File: src/net_regs_pkg.sv
// package: offsets, field positions, reset values and timing for the network register bank
package net_regs_pkg;

   localparam int          ADDR_W             = 8;
   localparam int          DATA_W             = 8;

   localparam logic [7:0]  OFF_NETWORK_CONTROL  = 8'h00;
   localparam logic [7:0]  OFF_NETWORK_STATUS   = 8'h01;
   localparam logic [7:0]  OFF_TRANSMIT_CONTROL = 8'h02;

   // network_control fields
   localparam int          NC_WAKE_EN         = 6;
   localparam int          NC_FORCE_COL       = 4;
   localparam int          NC_DUPLEX          = 3;
   localparam int          NC_LOOP_HI         = 2;
   localparam int          NC_LOOP_LO         = 1;
   localparam int          NC_SOFT_RESET      = 0;

   // network_status fields
   localparam int          NS_SPEED           = 7;
   localparam int          NS_LINK            = 6;
   localparam int          NS_WAKE_EVENT      = 5;
   localparam int          NS_TWO_DONE        = 3;
   localparam int          NS_ONE_DONE        = 2;
   localparam int          NS_RX_OVERFLOW     = 1;

   // transmit_control fields
   localparam int          TC_JABBER_OFF      = 6;
   localparam int          TC_EXCESS_RETRY    = 5;
   localparam int          TC_TWO_PAD_OFF     = 4;
   localparam int          TC_TWO_FCS_OFF     = 3;
   localparam int          TC_ONE_PAD_OFF     = 2;
   localparam int          TC_ONE_FCS_OFF     = 1;
   localparam int          TC_TX_REQUEST      = 0;

   localparam logic [1:0]  LOOPBACK_RESET     = 2'h0;
   localparam logic        BIT_RESET          = 1'b0;
   localparam logic [7:0]  RESERVED_READ      = 8'h00;

   localparam int          COLLISION_LIMIT    = 15;
   localparam int          JABBER_BYTES       = 2048;

   localparam int          CLK_PERIOD_NS      = 10;
   localparam int          SOFT_RESET_US      = 10;
   localparam int          SOFT_RESET_CYCLES  = (SOFT_RESET_US * 1000) / CLK_PERIOD_NS;
   localparam int          SOFT_CNT_W         = 11;

   typedef enum logic [1:0] {
      LOOP_NORMAL   = 2'h0,
      LOOP_MAC      = 2'h1,
      LOOP_PHY_100M = 2'h2,
      LOOP_RESERVED = 2'h3
   } loopback_t;

   typedef struct packed {
      logic [ADDR_W-1:0] addr;
      logic [DATA_W-1:0] wdata;
      logic              wr;
      logic              rd;
   } reg_req_t;

   typedef struct packed {
      logic phy_speed_10;
      logic phy_link_good;
      logic phy_duplex_flag;
      logic receive_fifo_overflow;
      logic wakeup_event;
      logic index_one_tx_done;
      logic index_two_tx_done;
      logic tx_busy_one;
      logic tx_busy_two;
   } mac_status_t;

   typedef struct packed {
      logic      wakeup_function_enable;
      logic      forced_collision_test;
      loopback_t loopback_select;
      logic      soft_reset_active;
      logic      jabber_timer_disable;
      logic      excess_collision_retry;
      logic      index_two_pad_off;
      logic      index_two_fcs_off;
      logic      index_one_pad_off;
      logic      index_one_fcs_off;
      logic      transmit_request;
   } mac_control_t;

endpackage

File: src/network_tx_control_status_regs.sv
// network control, network status and transmit control register bank
`timescale 1ns/1ps

// Behaviour
// reserved bits written zero, read back zero
// host waits 1ms after general purpose change
// wakeup enable; clearing it clears wakeup status
// soft reset keeps wakeup enable and status
// forced collision test mode bit
// duplex flag reports internal phy duplex
// two-bit loopback path select field
// soft reset bit self clears after 10us
// speed bit, zero means 100Mbps
// link bit reports phy link good
// wakeup event flag, clear by read/write-one
// index two done flag, clear read/write-one
// index one done flag, clear read/write-one
// receive fifo overflow read-only flag
// jabber timer disable control bit
// excess collision retry versus abort policy
// per-index pad append disable bits
// per-index fcs append disable bits
// transmit request, self clears when sent
// power-on versus software reset defaults
// set wins over clear; zero writes ignored
module network_tx_control_status_regs #(
   parameter int SOFT_RESET_LEN = net_regs_pkg::SOFT_RESET_CYCLES
) (
   input  wire logic                       core_clk,
   input  wire logic                       rst,
   input  wire net_regs_pkg::reg_req_t     bus_req,
   output logic [net_regs_pkg::DATA_W-1:0] rdata,
   input  wire net_regs_pkg::mac_status_t  mac_status,
   input  wire logic                       tx_complete,
   output net_regs_pkg::mac_control_t      mac_control
);
   import net_regs_pkg::*;

   ////////////////////////////////////////////////////////////////////////////
   // decode

   wire logic sel_nc    = (bus_req.addr == OFF_NETWORK_CONTROL);
   wire logic sel_ns    = (bus_req.addr == OFF_NETWORK_STATUS);
   wire logic sel_tc    = (bus_req.addr == OFF_TRANSMIT_CONTROL);
   wire logic wr_nc     = bus_req.wr & sel_nc;
   wire logic wr_ns     = bus_req.wr & sel_ns;
   wire logic wr_tc     = bus_req.wr & sel_tc;
   wire logic rd_ns     = bus_req.rd & sel_ns;
   wire logic [7:0] wd  = bus_req.wdata;

   ////////////////////////////////////////////////////////////////////////////
   // software reset timer

   logic                  soft_rst;
   logic [SOFT_CNT_W-1:0] soft_cnt;

   // a write of one starts the reset; the bit clears itself when the count ends
   wire logic soft_start = wr_nc & wd[NC_SOFT_RESET];
   wire logic soft_last  = soft_rst & (soft_cnt == SOFT_CNT_W'(SOFT_RESET_LEN - 1));

   always_ff @(posedge core_clk) begin
      if (rst) begin
         soft_rst <= BIT_RESET;
         soft_cnt <= '0;
      end else if (soft_start & ~soft_rst) begin
         soft_rst <= 1'b1;
         soft_cnt <= '0;
      end else if (soft_last) begin
         soft_rst <= 1'b0;
         soft_cnt <= '0;
      end else if (soft_rst) begin
         soft_cnt <= soft_cnt + SOFT_CNT_W'(1);
      end
   end

   // registers marked for both resets are held at default during soft reset
   wire logic any_rst = rst | soft_rst;

   ////////////////////////////////////////////////////////////////////////////
   // network control

   logic      wake_en;
   logic      force_col;
   loopback_t loop_sel;

   // wakeup enable survives soft reset; of the two resets only power-on clears it
   always_ff @(posedge core_clk) begin
      if (rst) begin
         wake_en <= BIT_RESET;
      end else if (wr_nc & ~soft_rst) begin
         wake_en <= wd[NC_WAKE_EN];
      end
   end

   always_ff @(posedge core_clk) begin
      if (any_rst) begin
         force_col <= BIT_RESET;
         loop_sel  <= loopback_t'(LOOPBACK_RESET);
      end else if (wr_nc) begin
         force_col <= wd[NC_FORCE_COL];
         loop_sel  <= loopback_t'(wd[NC_LOOP_HI:NC_LOOP_LO]);
      end
   end

   ////////////////////////////////////////////////////////////////////////////
   // transmit control

   logic [6:1] tc_cfg;
   logic       tx_req;

   always_ff @(posedge core_clk) begin
      if (any_rst) begin
         tc_cfg <= '0;
      end else if (wr_tc) begin
         tc_cfg <= wd[6:1];
      end
   end

   // a new request outranks the completion of an earlier one
   wire logic next_tx_req = (wr_tc & wd[TC_TX_REQUEST]) | (tx_req & ~tx_complete);

   always_ff @(posedge core_clk) begin
      if (any_rst) begin
         tx_req <= BIT_RESET;
      end else begin
         tx_req <= next_tx_req;
      end
   end

   ////////////////////////////////////////////////////////////////////////////
   // sticky status flags

   logic wake_flag;
   logic two_done;
   logic one_done;

   // clearing wakeup enable wipes the stored wakeup event
   wire logic wake_wipe = rst | (wr_nc & ~soft_rst & ~wd[NC_WAKE_EN]);
   wire logic wake_clr  = rd_ns | (wr_ns & wd[NS_WAKE_EVENT]);
   wire logic two_clr   = rd_ns | (wr_ns & wd[NS_TWO_DONE]);
   wire logic one_clr   = rd_ns | (wr_ns & wd[NS_ONE_DONE]);
   // a pending transmission holds its done flag low
   wire logic two_wipe  = any_rst | mac_status.tx_busy_two;
   wire logic one_wipe  = any_rst | mac_status.tx_busy_one;

   sticky_flag u_wake (
      .core_clk  (core_clk),
      .clear_all (wake_wipe),
      .set_event (mac_status.wakeup_event & wake_en),
      .clear_req (wake_clr),
      .flag      (wake_flag)
   );

   sticky_flag u_two (
      .core_clk  (core_clk),
      .clear_all (two_wipe),
      .set_event (mac_status.index_two_tx_done),
      .clear_req (two_clr),
      .flag      (two_done)
   );

   sticky_flag u_one (
      .core_clk  (core_clk),
      .clear_all (one_wipe),
      .set_event (mac_status.index_one_tx_done),
      .clear_req (one_clr),
      .flag      (one_done)
   );

   ////////////////////////////////////////////////////////////////////////////
   // read-back

   logic [7:0] nc_view;
   logic [7:0] ns_view;
   logic [7:0] tc_view;
   logic [7:0] rd_mux;

   // reserved positions read zero; the host writes zero there
   always_comb begin
      nc_view                          = RESERVED_READ;
      nc_view[NC_WAKE_EN]              = wake_en;
      nc_view[NC_FORCE_COL]            = force_col;
      nc_view[NC_DUPLEX]               = mac_status.phy_duplex_flag;
      nc_view[NC_LOOP_HI:NC_LOOP_LO]   = loop_sel;
      nc_view[NC_SOFT_RESET]           = soft_rst;
   end

   // speed is only meaningful while link is good; passed through as is
   always_comb begin
      ns_view                 = RESERVED_READ;
      ns_view[NS_SPEED]       = mac_status.phy_speed_10;
      ns_view[NS_LINK]        = mac_status.phy_link_good;
      ns_view[NS_WAKE_EVENT]  = wake_flag;
      ns_view[NS_TWO_DONE]    = two_done;
      ns_view[NS_ONE_DONE]    = one_done;
      ns_view[NS_RX_OVERFLOW] = mac_status.receive_fifo_overflow;
   end

   always_comb begin
      tc_view                = RESERVED_READ;
      tc_view[6:1]           = tc_cfg;
      tc_view[TC_TX_REQUEST] = tx_req;
   end

   // unmapped addresses read zero
   assign rd_mux = sel_nc ? nc_view :
                   sel_ns ? ns_view :
                   sel_tc ? tc_view : RESERVED_READ;

   always_ff @(posedge core_clk) begin
      if (rst) begin
         rdata <= '0;
      end else if (bus_req.rd) begin
         rdata <= rd_mux;
      end else begin
         rdata <= '0;
      end
   end

   ////////////////////////////////////////////////////////////////////////////
   // control outputs, registered

   always_ff @(posedge core_clk) begin
      if (rst) begin
         mac_control <= '0;
      end else begin
         mac_control.wakeup_function_enable <= wake_en;
         mac_control.forced_collision_test  <= force_col;
         mac_control.loopback_select        <= loop_sel;
         mac_control.soft_reset_active      <= soft_rst;
         mac_control.jabber_timer_disable   <= tc_cfg[TC_JABBER_OFF];
         mac_control.excess_collision_retry <= tc_cfg[TC_EXCESS_RETRY];
         mac_control.index_two_pad_off      <= tc_cfg[TC_TWO_PAD_OFF];
         mac_control.index_two_fcs_off      <= tc_cfg[TC_TWO_FCS_OFF];
         mac_control.index_one_pad_off      <= tc_cfg[TC_ONE_PAD_OFF];
         mac_control.index_one_fcs_off      <= tc_cfg[TC_ONE_FCS_OFF];
         mac_control.transmit_request       <= tx_req;
      end
   end

   // the 1ms quiet time after a general purpose change is the host's to keep;
   // that register lives elsewhere and nothing here enforces it
endmodule

File: src/sticky_flag.sv
// one status bit: set by an event, cleared by read or by write of one
`timescale 1ns/1ps
module sticky_flag (
   input  wire logic core_clk,
   input  wire logic clear_all,
   input  wire logic set_event,
   input  wire logic clear_req,
   output logic      flag
);
   import net_regs_pkg::*;

   // the event wins over a clear in the same cycle
   wire logic next_flag = set_event | (flag & ~clear_req);

   always_ff @(posedge core_clk) begin
      if (clear_all) begin
         flag <= BIT_RESET;
      end else begin
         flag <= next_flag;
      end
   end
endmodule

File: config.mk
export PLATFORM = sky130hd
export DESIGN_NAME = network_tx_control_status_regs
export DESIGN_NICKNAME = d
export VERILOG_FILES = /design/src/net_regs_pkg.sv /design/src/network_tx_control_status_regs.sv /design/src/sticky_flag.sv
export SDC_FILE = /design/constraint.sdc
export NUM_CORES = 1
export LEC_CHECK = 0
export ABC_AREA = 1
export BUFFER_PORTS_ARGS = -buffer_cell sky130_fd_sc_hd__buf_2
export CAP_MARGIN = 20
export CORE_ASPECT_RATIO = 0.5
export CORE_MARGIN = 5
export CORE_UTILIZATION = 40
export CTS_CLUSTER_DIAMETER = 200
export DETAILED_ROUTE_END_ITERATION = 10
export PLACE_DENSITY_LB_ADDON = 0.08
export SYNTH_ARGS = -nofsm -noshare
export SYNTH_HDL_FRONTEND = slang
export SYNTH_SLANG_ARGS = --single-unit
File: constraint.sdc
create_clock -name core_clk -period 1.1 [get_ports core_clk]
set_input_delay 0.055 -clock core_clk [delete_from_list [all_inputs] [get_ports core_clk]]
set_output_delay 0.055 -clock core_clk [all_outputs]
set_load 0.05 [all_outputs]
==> results.md <==
- Slew Limit Headroom: between 80% and 90%
- Area Overhead vs Synth: 36.6%
- Max frequency: between 0.8 and 0.9 GHz
- Mapped Cells: between 200 and 250
- Overall global routing resource usage: about 15%
- Startpoint types: register
- Crit path buffers/inverters: 2
- Ports: 50
- Final Hold Viols: 0
- Least-Margin Pin Slew: about 0.26 ns
- Slowest stage delay, CP: roughly 0.37 ns
- Area contributors post-synth: dfxtp_1, nand2_1, nor2_1
- Commonest non-fill, non-tap cell in the layout: buf_2
- Core Area: about 4500 um^2
- CP Max Fanout: 6
- Fin. max-slew vios: 0
- Setup TNS Final: -0.858 ns
- Fillers: 434
- Power per cell area: about 1100 nW/um^2
- Clock latency on the worst-skew pair: roughly 0.3 ns
- Max IR drop VDD: about 0.56 mV
- Worst Setup Slack, final: -0.0842 ns
- Via count: between 1.5k and 2k
- Clk sinks: between 40 and 50
- Final Cycle Share: 108%
- Synthesized cell area: between 1500 and 2000 um^2
- Initial Util: 42.2%
- Violated checks: negative setup slack
- Dpl hpwl: between 3000 and 4000 um
- Tightest Hold Check Type: input pin to register
- CP Class: register to register
- R2R Setup Slk: -0.08 ns
- Clk pin slew, worst setup/hold paths: around 0.080 ns
- Port buffer count: 48
- CTS Root Cell: clkbuf_8
- Leak: around 0.0012 uW
- Max cap viols: 0
- Setup crit end kind: register
- WL/cell: 11.4 um
- Total global routing overflow: 0
- Placer Congestion: between 0.8 and 0.9
- Yosys top cell area share: 48.9%
- CTS H-Tree Depth: 2
- CP Cell Sequence: ha_4, nand2_2, nor2_1, nand3_1, nand2_1, inv_2, nand2_2, buf_6, nor2_1
- First-pass GRT wire length: 7150 um
- Die X: between 100 and 150 um
- Initial drt markers: 34
- Final Setup Violations: 11
- Status: finished, violations left
- Die Ht: between 50 and 60 um
- Initial antenna violation count: 0
- Syn_nets: between 200 and 300
- Post-DRT Antenna Nets: 0
- Most frequent cells in the layout: buf_2, nand2_1, dfxtp_1, nor2_1, inv_1
- Final instance area: around 2600 um^2
- CP required: roughly 1.3 ns
- Final nets: between 300 and 400
- Vias in the first global route: between 1.5k and 2k
- Placed cell areas: around 2400 um^2
- Drt pass-1 iters: 4
- Routed WL: 4370 um
- Distinct cells, synth: 27
- Row cnt: 17
- Vias per inst: between 4 and 5
- Ys Warns: 0
- DR DRC count: 0
- Slowest cell on the critical path: dfxtp_4
- Clk buf depth: 2
- Num CTS Buffers: 5
- ANT cells: 0
- Seq cells post-synth: 46
- Delay-heaviest family, CP: simple AND/OR/NAND/NOR gates
- Avg Synthesized Cell Area: between 7 and 8 um^2
- Share of layout cells above drive strength 1: 32.4%
- Area leader, netlist: dfxtp_1
- Fin crit period: 1.18 ns
- Register area share after synthesis: between 40% and 50%
- Setup Skew: a little over 0.009 ns
- Die ar.: approximately 6300 um^2
- Worst endpoint data arrival time: 1.38 ns
- Largest net degree at the start of global routing: 14
- RSZ-0062 raised after global routing: yes
- CTS tree: built
[where the power goes]
group	internal [uW]	leakage, uW	switching (uW)	total, uW
clock	507	0.0000482	540	1050
combinational	90.8	0.000813	94.6	185
sequential	1670	0.000374	2.52	1670
total	2260	0.00123	637	2900
[routing by layer]
metal	part of all wire, %	global-route usage (%)	vias to the layer above	routed length [um]
li1	-	-	913	-
met1	45	17.0	746	1980
met2	46	25.1	41	2000
met3	7.7	5.81	6	335
met4	1.1	5.10	0	46
met5	0	0	-	0
[stage by stage]
step           setup slack (ns)  power, uW  hold slack [ns]  util (%)  std cells
2_1_floorplan           -0.0275       1780            0.127         -        244
3_3_place_gp            -0.0967       1860            0.290      52.7        366
3_5_place_dp             -0.100       1860            0.289      52.7        366
4_1_cts                 -0.0917       2930          0.00412      57.1        383
5_1_grt                  -0.169       3060          0.00593      57.6        384
6_report                -0.0842       2900           0.0161      57.6        384
[layout make-up]
type | count | area [um^2] | area share (%)
clock inverter | 1 | 5.00 | 0.194
clock buffer | 7 | 86.3 | 3.35
inverter | 34 | 128 | 4.96
multi-input combinational | 158 | 832 | 32.3
timing repair buffer | 81 | 522 | 20.3
sequential | 46 | 930 | 36.1
tap | 57 | 71.3 | 2.77
[registers in the layout, indices dropped and copies added, names as in the netlist]
signal       count
loop_sel         2
tc_cfg           6
soft_cnt        11
tx_req           1
soft_rst         1
mac_control     12
force_col        1
u_two.flag       1
wake_en          1
u_one.flag       1
u_wake.flag      1
rdata            8
[final timing paths]
check,from,to,depth (start not counted)
worst min-delay path,bus_req[6],force_col$_SDFFE_PP0P_,2
worst max-delay path,soft_cnt[1]$_SDFFE_PP0P_,soft_cnt[6]$_SDFFE_PP0P_,9
worst min register to register,force_col$_SDFFE_PP0P_,mac_control[10]$_SDFF_PP0_,2
worst max register to register,soft_cnt[1]$_SDFFE_PP0P_,soft_cnt[6]$_SDFFE_PP0P_,9
[Yosys cell counts (all sizes together)]
| cell type | instances |
|---|---|
| nor2 | 49 |
| mux2i | 1 |
| o21a | 1 |
| buf | 5 |
| clkbuf | 1 |
| dfxtp | 46 |
| nor3 | 2 |
| xnor2 | 5 |
| xor2 | 3 |
| a21oi | 14 |
| nand3 | 14 |
| o211a | 1 |
| o21ai | 13 |
| ha | 1 |
| nand4 | 2 |
| nand2 | 52 |
| inv | 34 |
[timing repair]
item,in CTS,in global routing
endpoints found under the hold margin,7,1
hold buffers,8,1
pin swaps,2,1
buffers inserted,1,0
resized for setup,7,6
endpoints found under the setup margin,11,20
[logic make-up (layout without fill, tap and decap cells)]
group | Yosys count | count (layout) | synth area share (%)
AO/OA/AOI/OAI | 29 | 29 | 8.10
XOR/XNOR | 8 | 8 | 3.72
buffers and inverters | 40 | 123 | 9.23
adder cells (fa/ha/maj) | 1 | 1 | 0.664
AND/OR/NAND/NOR | 119 | 119 | 28.9
flip-flops | 46 | 46 | 48.9
multiplexers | 1 | 1 | 0.531
No activity file was read; power rests on OpenSTA's default activity.
